`config.mk`:
```
export PLATFORM = sky130hd
export DESIGN_NAME = ebw_ctrl
export DESIGN_NICKNAME = d
export VERILOG_FILES = /design/src/rtl/ebw_pause_gen.v /design/src/rtl/ebw_ctrl.v
export VERILOG_INCLUDE_DIRS = /design/src /design/src/shared
export SDC_FILE = /design/constraint.sdc
export NUM_CORES = 1
export LEC_CHECK = 0
export BUFFER_PORTS_ARGS = -buffer_cell sky130_fd_sc_hd__buf_2
export CORE_MARGIN = 3
export CORE_UTILIZATION = 30
export DETAILED_ROUTE_END_ITERATION = 8
export GPL_TIMING_DRIVEN = 0
export PLACE_DENSITY = 0.53
export SLEW_MARGIN = 20
export SYNTH_ARGS = -nofsm -noshare
export SYNTH_HDL_FRONTEND = slang
export SYNTH_SLANG_ARGS = --single-unit
```
`constraint.sdc`:
```
create_clock -name hclk -period 5.7 [get_ports hclk]
set_input_delay 0.57 -clock hclk [delete_from_list [all_inputs] [get_ports hclk]]
set_output_delay 0.57 -clock hclk [all_outputs]
set_load 0.005 [all_outputs]
```
`src/shared/ebw_consts.vh`:
```
// Constants for the external byte-bus wait controller.
// Assumes inclusion by bare name from the rtl files; definitions only.
`ifndef EBW_CONSTS_VH
`define EBW_CONSTS_VH

// ==========================================
// Register offsets (byte addresses in the register window)
`define EBW_OFS_CTRL 12'h000
`define EBW_OFS_STAT 12'h004

// ==========================================
// Address decode: haddr bit that selects the external space
`define EBW_EXT_SEL_BIT 16
`define EBW_EXT_AW 16

// ==========================================
// Pause state control register fields
`define EBW_CNT_LO_BIT 0
`define EBW_CNT_HI_BIT 1
`define EBW_MODE_LO_BIT 2
`define EBW_MODE_HI_BIT 3
`define EBW_ACCESS_SEL_BIT 4
`define EBW_CTRL_W 5
`define EBW_CTRL_RST 5'h13

// ==========================================
// Pause mode codes
`define EBW_MODE_PROG 2'h0
`define EBW_MODE_OFF 2'h1
`define EBW_MODE_PIN 2'h2
`define EBW_MODE_AUTO 2'h3

// ==========================================
// AHB-Lite codes
`define EBW_HSIZE_BYTE 3'h0
`define EBW_HSIZE_HALF 3'h1
`define EBW_HRESP_OKAY 1'b0

`endif

```
`src/rtl/ebw_pause_gen.v`:
```
// Wait-state decision for one byte cycle of the external bus.
// Assumes the caller runs the bus states and holds mode and count stable.
`timescale 1ns/100ps
`include "ebw_consts.vh"

module ebw_pause_gen
(
    in_second,
    in_stall,
    pause_mode,
    pause_count,
    left_cur,
    stall_request_n,
    go_stall,
    left_next
);
    input wire in_second;
    input wire in_stall;
    input wire [1:0] pause_mode;
    input wire [1:0] pause_count;
    input wire [1:0] left_cur;
    input wire stall_request_n;
    output reg go_stall;
    output reg [1:0] left_next;

    // ==========================================
    // Decision at the end of the second state or of a stall state
    always @*
    begin
        go_stall = 1'b0;
        left_next = 2'h0;
        if (in_second)
        begin
            case (pause_mode)
                `EBW_MODE_PROG:
                begin
                    go_stall = (pause_count != 2'h0);
                    left_next = pause_count - 2'h1;
                end
                `EBW_MODE_PIN:
                begin
                    if (pause_count != 2'h0)
                    begin
                        go_stall = 1'b1;
                        left_next = pause_count - 2'h1;
                    end
                    else
                    begin
                        // Count of zero: pin is seen at the second state itself
                        go_stall = ~stall_request_n;
                    end
                end
                `EBW_MODE_AUTO:
                begin
                    go_stall = ~stall_request_n & (pause_count != 2'h0);
                    left_next = pause_count - 2'h1;
                end
                default:
                begin
                    go_stall = 1'b0;
                end
            endcase
        end
        else if (in_stall)
        begin
            if (left_cur != 2'h0)
            begin
                go_stall = 1'b1;
                left_next = left_cur - 2'h1;
            end
            else
            begin
                // Only pin mode extends past the count; auto-wait stops here
                go_stall = (pause_mode == `EBW_MODE_PIN) & ~stall_request_n;
            end
        end
    end
endmodule

```
`src/rtl/ebw_ctrl.v`:
```
// External 8-bit bus controller with wait control, reached over AHB-Lite.
// Assumes one AHB-Lite master, inputs synchronous to hclk, one bus state
// per hclk cycle.
//
// What this block does
// Every external access moves one byte per bus cycle on the single 8-bit data lane.
// Word accesses become two and longword accesses four consecutive byte cycles.
// Read cycles assert the active-low read strobe while the lane is sampled.
// Write cycles assert only the upper store strobe; there is no lower one.
// No lower data lane exists, so nothing is driven or sampled there.
// With 2-state access every cycle ends after two states with no wait.
// With 3-state access cycles take three states plus waits of the chosen mode.
// Program wait mode inserts exactly the pause count between second and third state.
// Pin wait mode inserts the count, then samples the stall pin in the last state.
// In pin wait mode waits continue while the stall pin stays low.
// Pin auto-wait inserts the count only if the pin is low at the second state.
// Reset selects 3-state access, three waits and ignores the stall pin.
// Pause mode codes: 00 program, 01 disabled, 10 pin, 11 auto, in 3-state only.
// Pause count code n inserts n program waits, zero to three.
// 2-state access disables waits whatever mode and count say.
// Split accesses go to ascending addresses, most significant byte first.
//
// The implementer's own choices: the AHB-Lite slave port and the placing of the registers.
`timescale 1ns/100ps
`include "ebw_consts.vh"

module ebw_ctrl
(
    hclk,
    hresetn,
    hsel,
    haddr,
    htrans,
    hwrite,
    hsize,
    hwdata,
    hready,
    hreadyout,
    hresp,
    hrdata,
    ext_addr,
    ext_data_in,
    ext_data_out,
    ext_data_oe,
    read_strobe_n,
    upper_store_strobe_n,
    stall_request_n
);
    input wire hclk;
    input wire hresetn;
    input wire hsel;
    input wire [31:0] haddr;
    input wire [1:0] htrans;
    input wire hwrite;
    input wire [2:0] hsize;
    input wire [31:0] hwdata;
    input wire hready;
    output wire hreadyout;
    output wire hresp;
    output wire [31:0] hrdata;
    output wire [15:0] ext_addr;
    input wire [7:0] ext_data_in;
    output wire [7:0] ext_data_out;
    output wire ext_data_oe;
    output wire read_strobe_n;
    output wire upper_store_strobe_n;
    input wire stall_request_n;

    localparam S_IDLE = 5'b00001;
    localparam S_FIRST = 5'b00010;
    localparam S_SECOND = 5'b00100;
    localparam S_STALL = 5'b01000;
    localparam S_THIRD = 5'b10000;

    reg [4:0] state_reg;
    reg [4:0] state_next;
    reg [`EBW_CTRL_W-1:0] ctrl_reg;
    reg write_pend_reg;
    reg dir_write_reg;
    reg [1:0] byte_idx_reg;
    reg [1:0] last_idx_reg;
    reg [15:0] addr_reg;
    reg [31:0] wdata_reg;
    reg [31:0] rshift_reg;
    reg [31:0] hrdata_reg;
    reg [7:0] dout_reg;
    reg [1:0] left_reg;
    reg [7:0] wait_run_reg;
    reg [7:0] wait_last_reg;

    wire take;
    wire take_ext;
    wire take_reg;
    wire access_state_select;
    wire [1:0] pause_mode;
    wire [1:0] pause_count;
    wire go_stall;
    wire [1:0] left_next;
    wire byte_end;
    wire last_byte;
    wire [31:0] wsrc;
    wire [1:0] lane_sel;
    wire [31:0] rword;

    // ==========================================
    // Control field views
    assign access_state_select = ctrl_reg[`EBW_ACCESS_SEL_BIT];
    assign pause_mode = {ctrl_reg[`EBW_MODE_HI_BIT], ctrl_reg[`EBW_MODE_LO_BIT]};
    assign pause_count = {ctrl_reg[`EBW_CNT_HI_BIT], ctrl_reg[`EBW_CNT_LO_BIT]};

    // ==========================================
    // AHB-Lite address phase decode
    assign take = hsel & htrans[1] & hready;
    assign take_ext = take & haddr[`EBW_EXT_SEL_BIT];
    assign take_reg = take & ~haddr[`EBW_EXT_SEL_BIT];

    // Ready only while the external engine is idle
    assign hreadyout = state_reg[0];
    assign hresp = `EBW_HRESP_OKAY;
    assign hrdata = hrdata_reg;

    // ==========================================
    // Wait decision
    ebw_pause_gen u_pause
    (
        .in_second (state_reg[2] & access_state_select),
        .in_stall (state_reg[3]),
        .pause_mode (pause_mode),
        .pause_count (pause_count),
        .left_cur (left_reg),
        .stall_request_n (stall_request_n),
        .go_stall (go_stall),
        .left_next (left_next)
    );

    // ==========================================
    // Bus state sequencing
    // Last state of a byte: second state in 2-state, third state otherwise
    assign byte_end = (state_reg[2] & ~access_state_select) | state_reg[4];
    assign last_byte = (byte_idx_reg == last_idx_reg);

    always @*
    begin
        state_next = state_reg;
        case (state_reg)
            S_IDLE:
            begin
                if (take_ext)
                begin
                    state_next = S_FIRST;
                end
            end
            S_FIRST:
            begin
                state_next = S_SECOND;
            end
            S_SECOND:
            begin
                if (~access_state_select)
                begin
                    state_next = last_byte ? S_IDLE : S_FIRST;
                end
                else if (go_stall)
                begin
                    state_next = S_STALL;
                end
                else
                begin
                    state_next = S_THIRD;
                end
            end
            S_STALL:
            begin
                state_next = go_stall ? S_STALL : S_THIRD;
            end
            S_THIRD:
            begin
                state_next = last_byte ? S_IDLE : S_FIRST;
            end
            default:
            begin
                state_next = S_IDLE;
            end
        endcase
    end

    always @(posedge hclk or negedge hresetn)
    begin
        if (!hresetn)
        begin
            state_reg <= S_IDLE;
            left_reg <= 2'h0;
        end
        else
        begin
            state_reg <= state_next;
            if (state_reg[2] | state_reg[3])
            begin
                left_reg <= left_next;
            end
        end
    end

    // ==========================================
    // Byte splitting and address stepping
    // Data is right-aligned in the word; the top byte of the unit goes first
    assign wsrc = (state_reg[1] & (byte_idx_reg == 2'h0)) ? hwdata : wdata_reg;
    assign lane_sel = last_idx_reg - byte_idx_reg;
    assign rword = {rshift_reg[23:0], ext_data_in};

    always @(posedge hclk or negedge hresetn)
    begin
        if (!hresetn)
        begin
            dir_write_reg <= 1'b0;
            byte_idx_reg <= 2'h0;
            last_idx_reg <= 2'h0;
            addr_reg <= 16'h0000;
            wdata_reg <= 32'h0000_0000;
            rshift_reg <= 32'h0000_0000;
            dout_reg <= 8'h00;
        end
        else
        begin
            if (state_reg[0] & take_ext)
            begin
                dir_write_reg <= hwrite;
                byte_idx_reg <= 2'h0;
                addr_reg <= haddr[`EBW_EXT_AW-1:0];
                rshift_reg <= 32'h0000_0000;
                if (hsize == `EBW_HSIZE_BYTE)
                begin
                    last_idx_reg <= 2'h0;
                end
                else if (hsize == `EBW_HSIZE_HALF)
                begin
                    last_idx_reg <= 2'h1;
                end
                else
                begin
                    last_idx_reg <= 2'h3;
                end
            end
            if (state_reg[1])
            begin
                // Write data is only on hwdata in the data phase; keep a copy
                if (byte_idx_reg == 2'h0)
                begin
                    wdata_reg <= hwdata;
                end
                case (lane_sel)
                    2'h0: dout_reg <= wsrc[7:0];
                    2'h1: dout_reg <= wsrc[15:8];
                    2'h2: dout_reg <= wsrc[23:16];
                    default: dout_reg <= wsrc[31:24];
                endcase
            end
            if (byte_end)
            begin
                if (~dir_write_reg)
                begin
                    rshift_reg <= rword;
                end
                if (~last_byte)
                begin
                    byte_idx_reg <= byte_idx_reg + 2'h1;
                    addr_reg <= addr_reg + 16'h0001;
                end
            end
        end
    end

    // ==========================================
    // External pins
    // Strobes decode flop state directly; each change of state moves two one-hot state bits at once
    assign ext_addr = addr_reg;
    assign ext_data_out = dout_reg;
    assign ext_data_oe = dir_write_reg & (state_reg[2] | state_reg[3] | state_reg[4]);
    assign read_strobe_n = ~(~dir_write_reg & ~state_reg[0]);
    assign upper_store_strobe_n = ~(dir_write_reg &
        (state_reg[2] | state_reg[3] | state_reg[4]));

    // ==========================================
    // Wait statistics for software
    always @(posedge hclk or negedge hresetn)
    begin
        if (!hresetn)
        begin
            wait_run_reg <= 8'h00;
            wait_last_reg <= 8'h00;
        end
        else
        begin
            if (state_reg[0] & take_ext)
            begin
                wait_run_reg <= 8'h00;
            end
            else if (state_reg[3] & (wait_run_reg != 8'hff))
            begin
                wait_run_reg <= wait_run_reg + 8'h01;
            end
            if (byte_end & last_byte)
            begin
                wait_last_reg <= wait_run_reg;
            end
        end
    end

    // ==========================================
    // Register window and read data
    always @(posedge hclk or negedge hresetn)
    begin
        if (!hresetn)
        begin
            ctrl_reg <= `EBW_CTRL_RST;
            write_pend_reg <= 1'b0;
            hrdata_reg <= 32'h0000_0000;
        end
        else
        begin
            write_pend_reg <= take_reg & hwrite &
                (haddr[11:0] == `EBW_OFS_CTRL) & (haddr[31:12] == 20'h0_0000);
            if (write_pend_reg)
            begin
                ctrl_reg <= hwdata[`EBW_CTRL_W-1:0];
            end
            if (byte_end & last_byte)
            begin
                hrdata_reg <= dir_write_reg ? 32'h0000_0000 : rword;
            end
            else if (take_reg & ~hwrite)
            begin
                if (haddr[31:12] != 20'h0_0000)
                begin
                    hrdata_reg <= 32'h0000_0000;
                end
                else if (haddr[11:0] == `EBW_OFS_CTRL)
                begin
                    hrdata_reg <= {27'h000_0000, ctrl_reg};
                end
                else if (haddr[11:0] == `EBW_OFS_STAT)
                begin
                    hrdata_reg <= {24'h00_0000, wait_last_reg};
                end
                else
                begin
                    hrdata_reg <= 32'h0000_0000;
                end
            end
        end
    end
endmodule

```
==> reports/summary.json <==
{
  "drc_errors": {"value": 0},
  "die_boundary_height": {"value": 156, "unit": "um"},
  "max_slew_margin": {"value": 33.1, "unit": "%"},
  "post_synth.cell_area_avg": {"value": 10.6, "unit": "um2"},
  "cts_max_path_buffers": {"value": 2},
  "synth-async-reset-ratio": {"value": 100, "unit": "%"},
  "initialDrtViolationCount": {"value": 288},
  "dp_hpwl": {"value": 14.0, "unit": "mm"},
  "via_count": {"value": 5449},
  "postSynthRegisterBits": {"value": 146},
  "grt_overflow": {"value": 0},
  "syn-cell-area": {"value": 6760, "unit": "um2"},
  "cts_buffers": {"value": 17},
  "synth_enable_flop_cells": {"value": 0},
  "final.setup.tns": {"value": 0, "unit": "ns"},
  "critPathMaxFanout": {"value": 10},
  "holdBufCountCts": {"value": 0},
  "core": {"value": 22000, "unit": "um2"},
  "detail_route.first_pass.iterations": {"value": 4},
  "post_cts_buffers": {"value": 0},
  "grt_first_pass_wirelength": {"value": 29.0, "unit": "mm"},
  "route.met3.wl": {"value": 826, "unit": "um"},
  "initial_utilization": {"value": 30.8, "unit": "%"},
  "combinationalPowerShare": {"value": 16.1, "unit": "%"},
  "p_total": {"value": 2990, "unit": "uW"},
  "netlist-cell-type-count": {"value": 63},
  "vdd_drop_max": {"value": 0.000140, "unit": "V"},
  "initial_antenna_violation_count": {"value": 2},
  "power.share.sequential": {"value": 44.5, "unit": "%"},
  "p_switching": {"value": 819, "unit": "uW"},
  "worstSetupEndpointType": {"value": "output pin"},
  "post_route_cells_drive_above_1_share": {"value": 31.3, "unit": "%"},
  "cp_data_required_time": {"value": 5.13, "unit": "ns"},
  "synth_seq_area_share": {"value": 54.1, "unit": "%"},
  "gp_congestion": {"value": 0.838},
  "vias_per_cell": {"value": 4.99},
  "rows": {"value": 54},
  "preCtsSetupSlack": {"value": 3.22, "unit": "ns"},
  "m1WireLength": {"value": 8.83, "unit": "mm"},
  "tritoncts_num_sinks": {"value": 146},
  "tightestPinTransition": {"value": 0.994, "unit": "ns"},
  "met2RoutedLength": {"value": 8.81, "unit": "mm"},
  "total_nets_after_synthesis": {"value": 733},
  "synthToLayoutAreaGrowth": {"value": 25.4, "unit": "%"},
  "die_span_x": {"value": 156, "unit": "um"},
  "synthCells": {"value": 639},
  "cts_repair_resize_count": {"value": 0},
  "clockRootBuffer": {"value": "sky130_fd_sc_hd__clkbuf_16"},
  "power_frac_clock": {"value": 39.4, "unit": "%"},
  "startpoint_type": {"value": "flop"},
  "worst_min_path_class": {"value": "in -> async"},
  "dieArea": {"value": 24400, "unit": "um2"},
  "clkLatencyLatePin": {"value": 0.42, "unit": "ns"},
  "grt_start_max_net_pins": {"value": 77},
  "ctsHtreeMaxLevel": {"value": 4},
  "setup_repair_after_global_routing_missed_its_margin": {"value": "no"},
  "cap_viol_max_count": {"value": 0},
  "final.hold.worst_slack": {"value": 0.126, "unit": "ns"},
  "total_leakage_power": {"value": 0.00391, "unit": "uW"},
  "post-route-min-period": {"value": 2.34, "unit": "ns"},
  "slew_viol_final": {"value": 0},
  "arrival_time_of_the_worst_setup_path": {"value": 1.77, "unit": "ns"},
  "skew": {"value": 0.00970, "unit": "ns"},
  "ios": {"value": 144},
  "wl_per_cell": {"value": 17.1, "unit": "um"},
  "clock_pin_transition_on_the_worst_setup_and_hold_timing_paths": {"value": 0.07, "unit": "ns"},
  "yosys_warnings": {"value": 0},
  "outcome": {"value": "finished, final reports clean"},
  "first_global_vias": {"value": 5235},
  "final_net_count": {"value": 893},
  "maximum_operating_frequency": {"value": 428, "unit": "MHz"},
  "wirelength": {"value": 18.7, "unit": "mm"},
  "power-per-cell-area": {"value": 352, "unit": "nW/um2"},
  "dr.max_layer_used": {"value": "met5"},
  "path_class": {"value": "reg -> out"},
  "power.internal": {"value": 2170, "unit": "uW"},
  "ant_nets": {"value": 0},
  "portBuffers": {"value": 140},
  "fin_crit_share": {"value": 41.0, "unit": "%"},
  "switching_share": {"value": 27.4, "unit": "%"},
  "final-hold-violation-count": {"value": 0},
  "count_of_final_setup_violators": {"value": 0},
  "final_setup_slack_of_the_worst_path": {"value": 3.36, "unit": "ns"},
  "cts_tree": {"value": "yes"},
  "overall_global_routing_resource_usage": {"value": 15.2, "unit": "%"},
  "postSynth.topFlopCell": {"value": "sky130_fd_sc_hd__dfrtp_1"}
}
## placed cells by master, fill, tap and decap left out, types with 6 or more instances in the layout
cell type | synthesis | final
sky130_fd_sc_hd__nor2_1 | 37 | 37
sky130_fd_sc_hd__dfrtp_1 | 142 | 142
sky130_fd_sc_hd__a31oi_1 | 11 | 11
sky130_fd_sc_hd__mux2i_1 | 7 | 7
sky130_fd_sc_hd__o22ai_1 | 10 | 10
sky130_fd_sc_hd__nand4_1 | 8 | 8
sky130_fd_sc_hd__nand3_1 | 26 | 26
sky130_fd_sc_hd__and3_1 | 8 | 8
sky130_fd_sc_hd__a22o_1 | 24 | 24
sky130_fd_sc_hd__nor4_1 | 7 | 7
sky130_fd_sc_hd__clkbuf_1 | 16 | 16
sky130_fd_sc_hd__a21oi_1 | 44 | 44
sky130_fd_sc_hd__clkbuf_16 | 0 | 17
sky130_fd_sc_hd__nand2_1 | 83 | 83
sky130_fd_sc_hd__mux2_2 | 41 | 41
sky130_fd_sc_hd__buf_2 | 16 | 155
sky130_fd_sc_hd__ha_1 | 11 | 11
sky130_fd_sc_hd__nor3_1 | 6 | 6
sky130_fd_sc_hd__o21ai_0 | 40 | 40
sky130_fd_sc_hd__o22a_1 | 8 | 8
sky130_fd_sc_hd__inv_1 | 14 | 14
## kinds of logic (layout without fill, tap and decap cells)
kind of cell	after synthesis	count (layout)	synth area share, %
DFF	146	146	54.1
AOI/OAI and AO/OA	170	170	16.7
adders and majority gates	11	11	2.04
xor gates and xnor gates	9	9	1.67
buffers and inverters	50	223	3.18
other	1	2	0.0555
and+or+nand+nor	204	204	14.4
muxes	48	48	7.87
## per-layer routing
layer | up-vias | GRT usage [%]
met4 | 2 | 3.88
met1 | 2690 | 21.1
met2 | 109 | 23.8
met5 | - | 0
li1 | 2635 | -
met3 | 13 | 3.80
## cells in the mapped netlist (5+ instances only)
cell,number,area (um2)
sky130_fd_sc_hd__dfrtp_1,142,3550
sky130_fd_sc_hd__a211oi_1,5,37.5
sky130_fd_sc_hd__inv_1,14,52.6
sky130_fd_sc_hd__and3_1,8,50.1
sky130_fd_sc_hd__xor2_1,5,43.8
sky130_fd_sc_hd__buf_2,16,80.1
sky130_fd_sc_hd__o22a_1,8,70.1
sky130_fd_sc_hd__nand2_1,83,312
sky130_fd_sc_hd__nor3_1,6,30.0
sky130_fd_sc_hd__mux2_2,41,462
sky130_fd_sc_hd__a22o_1,24,210
sky130_fd_sc_hd__ha_1,11,138
sky130_fd_sc_hd__nor2_1,37,139
sky130_fd_sc_hd__nand3_1,26,130
sky130_fd_sc_hd__mux2i_1,7,70.1
sky130_fd_sc_hd__a31oi_1,11,68.8
sky130_fd_sc_hd__clkbuf_1,16,60.1
sky130_fd_sc_hd__a21oi_1,44,220
sky130_fd_sc_hd__o21ai_0,40,200
sky130_fd_sc_hd__nand4_1,8,50.1
sky130_fd_sc_hd__o22ai_1,10,62.6
sky130_fd_sc_hd__nor4_1,7,43.8
## layout make-up
class / count / area (um2)
clock inverter: 13 / 171
buffer: 36 / 163
clock buffer: 19 / 453
fill: 2182 / 13500
timing repair buffer: 141 / 738
sequential: 146 / 3660
tap: 280 / 350
multi-input combinational: 443 / 2890
inverter: 14 / 52.6
antenna: 1 / 2.50
## worst max-delay path, cell delays in order, from the launching register on
cell	delay [ns]
sky130_fd_sc_hd__dfrtp_1	0.36
sky130_fd_sc_hd__clkbuf_1	0.23
sky130_fd_sc_hd__or3_1	0.46
sky130_fd_sc_hd__nand2_1	0.14
sky130_fd_sc_hd__inv_1	0.05
sky130_fd_sc_hd__buf_2	0.12
## per-stage QoR
stage | util (%) | area [um2] | instances
global route | 38.6 | 8480 | 1093
CTS | 38.6 | 8470 | 1092
detailed placement | 35.7 | 7850 | 1060
floorplan | - | 6760 | 639
finish | 38.6 | 8480 | 1093
global placement | 35.6 | 7810 | 1059
## power by group through the flow
| stage | Sequential (uW) | Clock, uW | Combinational [uW] |
|---|---|---|---|
| finish | 1330 | 1180 | 481 |
| global placement | 1340 | 0 | 478 |
| global route | 1350 | 1250 | 538 |
| CTS | 1330 | 1200 | 488 |
| detailed placement | 1340 | 0 | 488 |
| floorplan | 1320 | 0 | 278 |
## worst paths after layout
kind	start	end	slack, ns	depth (start not counted)
setup / recovery	state_reg[4]	ext_data_oe	3.36	5
hold / removal	hresetn	hrdata[28]	0.13	1
setup reg to reg	byte_idx_reg[1]	ext_data_out[5]	3.45	8
hold reg to reg	rshift_reg[17]	hrdata[25]	0.49	1
max in group asynchronous	hresetn	ctrl_reg[0]	4.76	2
min in group hclk	hwdata[1]	ctrl_reg[1]	0.39	3
Power figures use the tool's default switching activity.
